File: src/hdl/first_port_map.vh
// Constants for the first general-purpose port: offsets, reset values, field positions
`ifndef FIRST_PORT_MAP_VH
`define FIRST_PORT_MAP_VH
`define PORT_ADDR_W          4
`define PORT_DATA_W          8
`define OFS_PINS             4'h0
`define OFS_DIRECTION        4'h1
`define OFS_CONV_CFG         4'h2
`define OFS_PERIPH_EN        4'h3
`define RST_DIRECTION        6'h3F
`define RST_LATCH            6'h00
`define RST_CONV_CFG         8'h00
`define RST_PERIPH_EN        6'h00
`define PIN_SLOTS            6
`define PIN_MASK_LARGE       6'h3F
`define PIN_MASK_SMALL       6'h1F
`define ANALOG_PINS          6'h2F
`define SYNC_RST_LEVEL       6'h10
`define OPEN_DRAIN_BIT       4
`define CONV_CFG_ALL_DIGITAL 8'h01
`define READ_ZERO            8'h00
`endif

File: src/hdl/pin_sync.v
// Two-stage synchroniser for the port pin inputs
`timescale 1ns/1ps
module pin_sync #(
   parameter             WIDTH     = 6,
   parameter [WIDTH-1:0] RST_VALUE = {WIDTH{1'b0}}
) (
   input  wire             i_clk_sys,
   input  wire             i_reset,
   input  wire [WIDTH-1:0] i_async,
   output wire [WIDTH-1:0] o_sync
);
   reg [WIDTH-1:0] meta_reg;
   reg [WIDTH-1:0] sync_reg;
   always @(posedge i_clk_sys or posedge i_reset) begin
      if (i_reset) begin
         // Idle levels, so no false edge follows reset
         meta_reg <= RST_VALUE;
         sync_reg <= RST_VALUE;
      end else begin
         meta_reg <= i_async;
         sync_reg <= meta_reg;
      end
   end
   assign o_sync = sync_reg;
endmodule

File: src/hdl/first_gpio_port_direction.v
// First general-purpose bidirectional port with direction, latch and analog selection
`timescale 1ns/1ps
`include "first_port_map.vh"
module first_gpio_port_direction #(
   parameter PIN_COUNT = 6
) (
   input  wire                     i_clk_sys,
   input  wire                     i_reset,
   input  wire [`PORT_ADDR_W-1:0]  i_addr,
   input  wire [`PORT_DATA_W-1:0]  i_wdata,
   input  wire                     i_wr,
   input  wire                     i_rd,
   output reg  [`PORT_DATA_W-1:0]  o_rdata,
   input  wire [5:0]               i_pin_in,
   output wire [5:0]               o_pin_out,
   output wire [5:0]               o_pin_oe,
   input  wire [5:0]               i_periph_out,
   input  wire [5:0]               i_periph_oe,
   output wire                     o_timer_zero_clock_input,
   output wire [5:0]               o_analog_select
);
   localparam [5:0] PIN_MASK   = (PIN_COUNT >= 6) ? `PIN_MASK_LARGE : `PIN_MASK_SMALL;
   localparam [5:0] ANALOG_RST = `ANALOG_PINS & PIN_MASK;

   // Register state
   reg  [5:0] latch_reg;
   reg  [5:0] direction_reg;
   reg  [7:0] converter_config_second_reg;
   reg  [5:0] periph_en_reg;
   reg  [5:0] analog_reg;
   reg  [7:0] rdata_next;

   // Pin side
   wire [5:0] pins_sync;
   wire [5:0] digital_in;
   wire [5:0] analog_mask;
   wire [5:0] drive_val;
   wire [5:0] drive_en;

   // Bus side
   wire       sel_pins;
   wire       sel_direction;
   wire       sel_conv_cfg;
   wire       sel_periph_en;
   wire       wr_pins;
   wire       wr_direction;
   wire       wr_conv_cfg;
   wire       wr_periph_en;
   wire [5:0] wdata_pins;

   // Address compare shared by the write strobes and the read mux
   function addr_is;
      input [`PORT_ADDR_W-1:0] addr;
      input [`PORT_ADDR_W-1:0] ofs;
      begin
         addr_is = (addr == ofs);
      end
   endfunction

   // Six pin bits placed in an eight-bit read word; top bits read zero
   function [7:0] widen;
      input [5:0] bits;
      begin
         widen = {2'h0, bits};
      end
   endfunction

   // Per-bit choice between peripheral control and port control
   function [5:0] pin_mux;
      input [5:0] own;
      input [5:0] periph;
      input [5:0] port;
      begin
         pin_mux = (own & periph) | (~own & port);
      end
   endfunction

   // Pin 4 is never analog; the all-digital code frees the rest
   function [5:0] analog_of;
      input [7:0] cfg;
      begin
         if (cfg == `CONV_CFG_ALL_DIGITAL)
            analog_of = 6'h00;
         else
            analog_of = `ANALOG_PINS;
      end
   endfunction

   // Open-drain pin idles high, so its sync flops start high as well
   pin_sync #(
      .WIDTH     (`PIN_SLOTS),
      .RST_VALUE (`SYNC_RST_LEVEL)
   ) u_sync (
      .i_clk_sys (i_clk_sys),
      .i_reset   (i_reset),
      .i_async   (i_pin_in),
      .o_sync    (pins_sync)
   );

   assign sel_pins      = addr_is(i_addr, `OFS_PINS);
   assign sel_direction = addr_is(i_addr, `OFS_DIRECTION);
   assign sel_conv_cfg  = addr_is(i_addr, `OFS_CONV_CFG);
   assign sel_periph_en = addr_is(i_addr, `OFS_PERIPH_EN);

   assign wr_pins      = i_wr & sel_pins;
   assign wr_direction = i_wr & sel_direction;
   assign wr_conv_cfg  = i_wr & sel_conv_cfg;
   assign wr_periph_en = i_wr & sel_periph_en;

   // Bits without a pin are dropped before they reach the latch, direction and peripheral-enable registers
   assign wdata_pins = i_wdata[5:0] & PIN_MASK;

   // Core has already read the pins and merged its bits into the word
   always @(posedge i_clk_sys or posedge i_reset) begin
      if (i_reset) begin
         latch_reg <= `RST_LATCH;
      end else if (wr_pins) begin
         latch_reg <= wdata_pins;
      end
   end

   // Absent pins stay inputs, so their drivers can never turn on
   always @(posedge i_clk_sys or posedge i_reset) begin
      if (i_reset) begin
         direction_reg <= `RST_DIRECTION;
      end else if (wr_direction) begin
         direction_reg <= wdata_pins | ~PIN_MASK;
      end
   end

   always @(posedge i_clk_sys or posedge i_reset) begin
      if (i_reset) begin
         converter_config_second_reg <= `RST_CONV_CFG;
      end else if (wr_conv_cfg) begin
         converter_config_second_reg <= i_wdata;
      end
   end

   // Analog map kept in flops, so the select output never glitches
   always @(posedge i_clk_sys or posedge i_reset) begin
      if (i_reset) begin
         analog_reg <= ANALOG_RST;
      end else if (wr_conv_cfg) begin
         analog_reg <= analog_of(i_wdata) & PIN_MASK;
      end
   end

   always @(posedge i_clk_sys or posedge i_reset) begin
      if (i_reset) begin
         periph_en_reg <= `RST_PERIPH_EN;
      end else if (wr_periph_en) begin
         periph_en_reg <= wdata_pins;
      end
   end

   assign analog_mask     = analog_reg;
   assign o_analog_select = analog_mask;

   // Peripheral takes the pin wherever its own bit is set
   assign drive_val = pin_mux(periph_en_reg, i_periph_out, latch_reg);
   assign drive_en  = pin_mux(periph_en_reg, i_periph_oe, ~direction_reg);

   genvar g;
   generate
      for (g = 0; g < `PIN_SLOTS; g = g + 1) begin : g_pin
         wire present;
         wire own_val;
         wire own_en;
         wire level;

         assign present = PIN_MASK[g];
         assign own_val = drive_val[g];
         assign own_en  = drive_en[g];
         // Analog or absent pins show zero to the core
         assign level          = pins_sync[g] & ~analog_mask[g] & present;
         assign digital_in[g]  = level;

         if (g == `OPEN_DRAIN_BIT) begin : g_od
            // Only pulls low; the high level is left to the board pull-up
            assign o_pin_out[g] = 1'b0;
            assign o_pin_oe[g]  = own_en & ~own_val & present;
         end else begin : g_cmos
            // Push-pull driver while enabled
            assign o_pin_out[g] = own_val & present;
            assign o_pin_oe[g]  = own_en & present;
         end
      end
   endgenerate

   assign o_timer_zero_clock_input = pins_sync[`OPEN_DRAIN_BIT];

   always @* begin
      rdata_next = `READ_ZERO;
      if (sel_pins) begin
         rdata_next = widen(digital_in);
      end else if (sel_direction) begin
         rdata_next = widen(direction_reg & PIN_MASK);
      end else if (sel_conv_cfg) begin
         rdata_next = converter_config_second_reg;
      end else if (sel_periph_en) begin
         rdata_next = widen(periph_en_reg);
      end
   end

   always @(posedge i_clk_sys or posedge i_reset) begin
      if (i_reset)
         o_rdata <= `READ_ZERO;
      else if (i_rd)
         o_rdata <= rdata_next;
      else
         o_rdata <= `READ_ZERO;
   end
endmodule

File: config.mk
export PLATFORM = sky130hd
export DESIGN_NAME = first_gpio_port_direction
export DESIGN_NICKNAME = d
export VERILOG_FILES = /design/src/hdl/pin_sync.v /design/src/hdl/first_gpio_port_direction.v
export VERILOG_INCLUDE_DIRS = /design/src /design/src/hdl
export SDC_FILE = /design/constraint.sdc
export NUM_CORES = 1
export LEC_CHECK = 0
export BUFFER_PORTS_ARGS = -buffer_cell sky130_fd_sc_hd__buf_2
export CAP_MARGIN = 15
export CORE_MARGIN = 1.5
export CORE_UTILIZATION = 30
export CTS_CLUSTER_SIZE = 24
export DETAILED_ROUTE_END_ITERATION = 10
export PLACE_DENSITY = 0.58
export SETUP_SLACK_MARGIN = 0.4
export SYNTH_ARGS = -nofsm -noshare
export SYNTH_HDL_FRONTEND = slang
export SYNTH_SLANG_ARGS = --single-unit
File: constraint.sdc
create_clock -name i_clk_sys -period 1 [get_ports i_clk_sys]
set_input_delay 0 -clock i_clk_sys [delete_from_list [all_inputs] [get_ports i_clk_sys]]
set_output_delay 0 -clock i_clk_sys [all_outputs]
set_load 0.01 [all_outputs]
After elaboration in Yosys (flattened, before gate mapping)

Index checks and enable logic that the tools add are counted.

Output and inout bits: 27
Memories kept: 0
Bits in writable memories: 0
Bits in latches: 0
Flip-flop bits (word level): 52
Bits of input ports: 34
Memory bits (read-only): 0

Magnitude comparators: 0
Mux-type cells: 6
Divide/modulo/power cells: 0
Equality and inequality tests: 4
Shifts and indexed selects: 0
$add $sub $neg: 0
Bitwise gates (word level): 26
$mul: 0
Reduce and logical (&&, ||, !) cells: 1

Operators by type and width:

| operator                                       | number |
|---|---|
| two-way mux 8 bit                              | 4 |
| AND 6 bit                                      | 4 |
| two-way mux 6 bit                              | 2 |
| NOT 6 bit                                      | 2 |
| bitwise OR 6 bit                               | 2 |
| AND 1 bit                                      | 11 |
| == test 4 x 2 -> 1 bit (second input constant) | 2 |
| == test 8 x 1 -> 1 bit (second input constant) | 1 |
| NOT 1 bit                                      | 7 |
| == test 4 x 1 -> 1 bit (second input constant) | 1 |
| zero test 4 bit                                | 1 |

Depth between registers and ports, before layout

Depth in word-level cells: 6
Mapped depth: 4
Gate-level depth less buffers: 3

Modules after synthesis

A second synthesis with hierarchy kept.

Cells, all modules: 148
Area total of the unflattened synthesis: 1993.2 µm²

By module, submodules not included:

| module                    | seq. area each (µm²) | times used | cells an instance | area each (µm²) |
|---|---|---|---|---|
| first_gpio_port_direction | 884.6                | 1          | 135               | 1686.6 |
| pin_sync                  | 302.8                | 1          | 13                | 306.5 |

Worst setup path after synthesis

OpenSTA, ideal clock, no wires.

Path type: input-to-reg
From: input i_addr[3]
To: register periph_en_reg[0]
Required time: 0.875 ns
Setup slack: -0.001 ns
Arrival: 0.877 ns
Cell stages on the path: 4
Library setup time: 0.125 ns
Cell sequence: nor3b_2 > and3_1 > buf_4 > mux2_2

Longest elaborated chain between the ends: 2

Ends and longest elaborated chain:

| element                | line                            | text |
|---|---|---|
| from (decl)            | first_gpio_port_direction.v:9   | `` input wire [`PORT_ADDR_W-1:0] i_addr, `` |
| == test 4 x 2 -> 1 bit | first_gpio_port_direction.v:56  | `addr_is = (addr == ofs);` |
| AND 1 bit              | first_gpio_port_direction.v:108 | `assign wr_periph_en = i_wr & sel_periph_en;` |
| to (signal assigned)   | first_gpio_port_direction.v:150 | `` periph_en_reg <= `RST_PERIPH_EN; `` |
| to (signal assigned)   | first_gpio_port_direction.v:152 | `periph_en_reg <= wdata_pins;` |
| to (decl)              | first_gpio_port_direction.v:29  | `reg [5:0] periph_en_reg;` |

Every way passes these cells.
A chain may end at the register's enable or synchronous reset.

Final worst setup path

From: register periph_en_reg[5]
To: output o_pin_out[5]

Longest elaborated chain between the ends: 3
Elaborated cells between the ends (all ways): 4

Ends and longest elaborated chain:

| element              | line                           | text |
|---|---|---|
| NOT 6 bit            | first_gpio_port_direction.v:74 | `pin_mux = (own & periph) \| (~own & port);` |
| AND 6 bit            | first_gpio_port_direction.v:74 |  |
| bitwise OR 6 bit (*) | first_gpio_port_direction.v:74 |  |
| to (decl)            | first_gpio_port_direction.v:15 | `output wire [5:0] o_pin_out,` |

Mark *: on every way between the ends. The rest lies on a longest branch, timed or not.

==> impl_results.md <==
* Outcome: finished with violations
* Failing checks: hold timing, setup timing
* Post-synthesis instance total at roughly 140
* Setup violations, final at 26
* Number of max-slew violations in the final report at 0
* Initial DRT Pass Iterations at 4
* Violation count after the first detailed-routing iteration at 63
* Warnings from Yosys at 0
* Total Routing Usage GR at between 10% and 20%
* Unique cell type count in the Yosys netlist at 24
* Port bufs at 58
* Final clock skew at approximately 0.016 ns
* Flop2flop setup slack at -0.07 ns
* Synth Area in Adders at 0%
* Average via count per standard cell at between 4 and 5
* Die Width at about 84 µm
* Die area at ~7100 µm²
* Detail-routed net length per standard cell at 16.2 µm
* Placement Setup Slack at -0.209 ns
* Worst endpoint required time at 1.00 ns
* DRT antenna net count at 0
* Hold path startpoint: i_wdata[6]
* Pin count of the biggest net entering global routing at 48
* Summed instance area of the synthesized netlist at 1970 µm²
* Leakage at around 1.7 nW
* Depth of the most critical reg-to-reg path at 4
* Number of clock sinks at 47
* Worst reg2reg startpoint: o_analog_select[3]$_DFFE_PP1P_
* Number of antenna violations at the first check in global routing at 0
* Crit path max fanout at 3
* CTS Hold Bufs at 7
* Final GP Congestion at roughly 0.71
* Critical path launch point type: flop
* Cell depth of the worst hold path at 2
* Mux cell area share after synthesis at between 20% and 30%
* Row cnt at 29
* Maxcap violations at 0
* Total vias in the final route at roughly 1,500
* Flip-flop and latch count after synthesis at 47
* Layout cells sized above 1 at ~76%
* Path type of the worst setup path: flop to output port
* Count of pins on the block boundary at just over 60
* Setup TNS Final at -2.36 ns
* Vert. Die Dim at about 84 µm
* Power density normalized to cell area at 1710 nW/µm²
* Number of design rule violations left after detail routing at 0
* Number of diodes added for antenna fixing at 0
* Hold WC Path Type: input port to flop
* Num CTS Buffers at 5
* RSZ-0062 raised after global routing: yes
* Shortest clock period the worst path allows after layout at roughly 1.2 ns
* Complex-gate fraction of the synthesized area at ~5.6%
* Endpoint of the worst hold path: converter_config_second_reg[6]$_DFFE_PP0P_
* Number of buffers between clock root and the deepest sink at 2
* Storage element area at about 1200 µm²
* Post-Synthesis Mean Instance Area at between 10 and 15 µm²
* H-tree depth at 2
* Final critical-path setup slack at -0.194 ns
* Grt ovf at 0
* Worst IR drop on VDD at just over 0.8 mV
* Largest family of logic cells by synthesized area: multiplexers
* Via count of the first global-routing pass at ~1,600
* Clock input transition at the sequential cells of the worst setup and hold paths at ~0.1 ns
* Global-route wire length before repair at roughly 8.2 mm
* Total routed wirelength at 5.29 mm
* Area growth from synthesis to final layout at 71.6%
* CP Data Arrival Time at roughly 1.2 ns
* Endpoint kind of the worst setup timing path: output port
* Fraction of synthesized cell area in xor and xnor cells at 0%
* Fin nets at roughly 280
* Hold violation total from the final report at 6
* Placed wire-length estimate at 3.14 mm
* Fill cells at ~530
* Hold_ws at -0.0549 ns
* Achievable clock frequency at between 0.8 and 0.9 GHz
* Clock root buffer: sky130_fd_sc_hd__clkbuf_8
* End of the worst register-to-register path: o_rdata[5]$_DFF_PP0_
* Fraction of the yosys area taken by sequential cells at about three fifths
* Pwr Total at about 5.8 mW
* Core Area at 6350 µm²
* Simple-gate share of the synthesized area at between 8 and 9%
* Clock tree from TritonCTS: done
* Combined area of the multi-input logic cells at 1020 µm²
* Initial core utilization at between 30% and 40%
* Clock latency at the later pin of the worst-skew pair at approximately 0.31 ns
* Tcrit/Tclk final at 119%
[through the flow]
step           util [%]  std cells  hold slack (ns)  cell area (µm²)
2_1_floorplan         -        143          0.00448             2100
3_3_place_gp       41.2        292           0.0787             2620
3_5_place_dp       41.2        292           0.0815             2620
4_1_cts            51.0        322          -0.0631             3240
5_1_grt            53.3        327          -0.0532             3390
6_report           53.3        327          -0.0549             3390
[synthesized netlist by cell type]
cell / instances / area (µm²)
sky130_fd_sc_hd__nand3b_2: 1 / 11.3
sky130_fd_sc_hd__and3b_1: 1 / 8.76
sky130_fd_sc_hd__buf_2: 4 / 20.0
sky130_fd_sc_hd__o21ai_0: 4 / 20.0
sky130_fd_sc_hd__or4_1: 1 / 7.51
sky130_fd_sc_hd__o32ai_1: 1 / 8.76
sky130_fd_sc_hd__and3_1: 1 / 6.26
sky130_fd_sc_hd__conb_1: 1 / 3.75
sky130_fd_sc_hd__nor2b_1: 5 / 31.3
sky130_fd_sc_hd__nor3b_2: 2 / 25.0
sky130_fd_sc_hd__dfrtp_1: 38 / 951
sky130_fd_sc_hd__nand2b_1: 2 / 12.5
sky130_fd_sc_hd__and2_1: 2 / 12.5
sky130_fd_sc_hd__nand2_1: 7 / 26.3
sky130_fd_sc_hd__inv_1: 2 / 7.51
sky130_fd_sc_hd__nor2_1: 1 / 3.75
sky130_fd_sc_hd__a21oi_1: 6 / 30.0
sky130_fd_sc_hd__o221ai_1: 6 / 52.6
sky130_fd_sc_hd__nor4_1: 1 / 6.26
sky130_fd_sc_hd__mux2i_1: 7 / 70.1
sky130_fd_sc_hd__dfstp_2: 9 / 236
sky130_fd_sc_hd__mux2_2: 32 / 360
sky130_fd_sc_hd__nor4b_1: 1 / 8.76
sky130_fd_sc_hd__buf_4: 7 / 52.6
[cells by family (layout without fill, tap and decap cells)]
| group | count (synthesis) | after routing |
|---|---|---|
| DFF | 47 | 47 |
| muxes | 39 | 39 |
| and+or+nand+nor | 25 | 25 |
| AOI/OAI and AO/OA | 17 | 17 |
| buffers and inverters | 13 | 120 |
| other | 1 | 2 |
[layer usage]
metal	track usage, %	vias to the layer above	share of wire [%]
met3	3.36	9	4.6
met5	0	-	0
met1	18.9	778	42
li1	-	713	-
met4	4.92	0	1.5
met2	25.6	43	52
[how the worst max path moves through the flow]
stage / cells past startpoint / start / to / slack, ns
floorplan: 3 / o_analog_select[3]$_DFFE_PP1P_ / o_rdata[0]$_DFF_PP0_ / 0.02
global placement: 6 / i_addr[3] / latch_reg[4]$_DFFE_PP0P_ / -0.19
detailed placement: 5 / i_addr[3] / o_rdata[2]$_DFF_PP0_ / -0.21
CTS: 2 / periph_en_reg[5]$_DFFE_PP0P_ / o_pin_out[5] / -0.19
global route: 2 / periph_en_reg[5]$_DFFE_PP0P_ / o_pin_out[5] / -0.22
finish: 2 / periph_en_reg[5]$_DFFE_PP0P_ / o_pin_out[5] / -0.19
[critical path, cell delays in order (launching register included)]
cell and delay, ns:
sky130_fd_sc_hd__dfrtp_2 0.45, sky130_fd_sc_hd__mux2_4 0.31, sky130_fd_sc_hd__buf_6 0.12
[where the power goes]
| part | switching (mW) | total (mW) | internal, mW |
|---|---|---|---|
| clock network | 0.649 | 1.40 | 0.746 |
| logic | 0.669 | 1.92 | 1.25 |
| registers | 0.238 | 2.49 | 2.25 |
[area by class of cell]
cell class | count | area share (%)
sequential | 47 | 35.3
multi-input combinational | 83 | 30.1
timing repair buffer | 110 | 28.2
tap | 77 | 2.85
clock buffer | 6 | 2.14
clock inverter | 2 | 1.11
inverter | 2 | 0.333
[cells in the final DEF, fill, tap and decap left out, types with 3 or more instances in the layout]
cell / count
sky130_fd_sc_hd__mux2i_1: 5
sky130_fd_sc_hd__a21oi_1: 4
sky130_fd_sc_hd__o221ai_2: 5
sky130_fd_sc_hd__buf_4: 14
sky130_fd_sc_hd__dfrtp_2: 6
sky130_fd_sc_hd__mux2_4: 30
sky130_fd_sc_hd__buf_2: 44
sky130_fd_sc_hd__o21ai_2: 3
sky130_fd_sc_hd__dlygate4sd3_1: 7
sky130_fd_sc_hd__nand2_2: 5
sky130_fd_sc_hd__dfrtp_1: 32
sky130_fd_sc_hd__buf_6: 38
sky130_fd_sc_hd__nor2b_4: 4
sky130_fd_sc_hd__buf_8: 3
sky130_fd_sc_hd__clkbuf_8: 5
sky130_fd_sc_hd__buf_12: 3
sky130_fd_sc_hd__dfstp_2: 9
[what timing repair did]
| item | 4_1_cts | 5_1_grt |
|---|---|---|
| pin swaps | 8 | 6 |
| gates cloned | 0 | 1 |
| endpoints found under the hold margin | 57 | 6 |
| setup endpoints to repair | 60 | 61 |
| gates resized for setup | 79 | 21 |
| buffers inserted | 15 | 4 |
No activity file was read; power rests on OpenSTA's default activity.
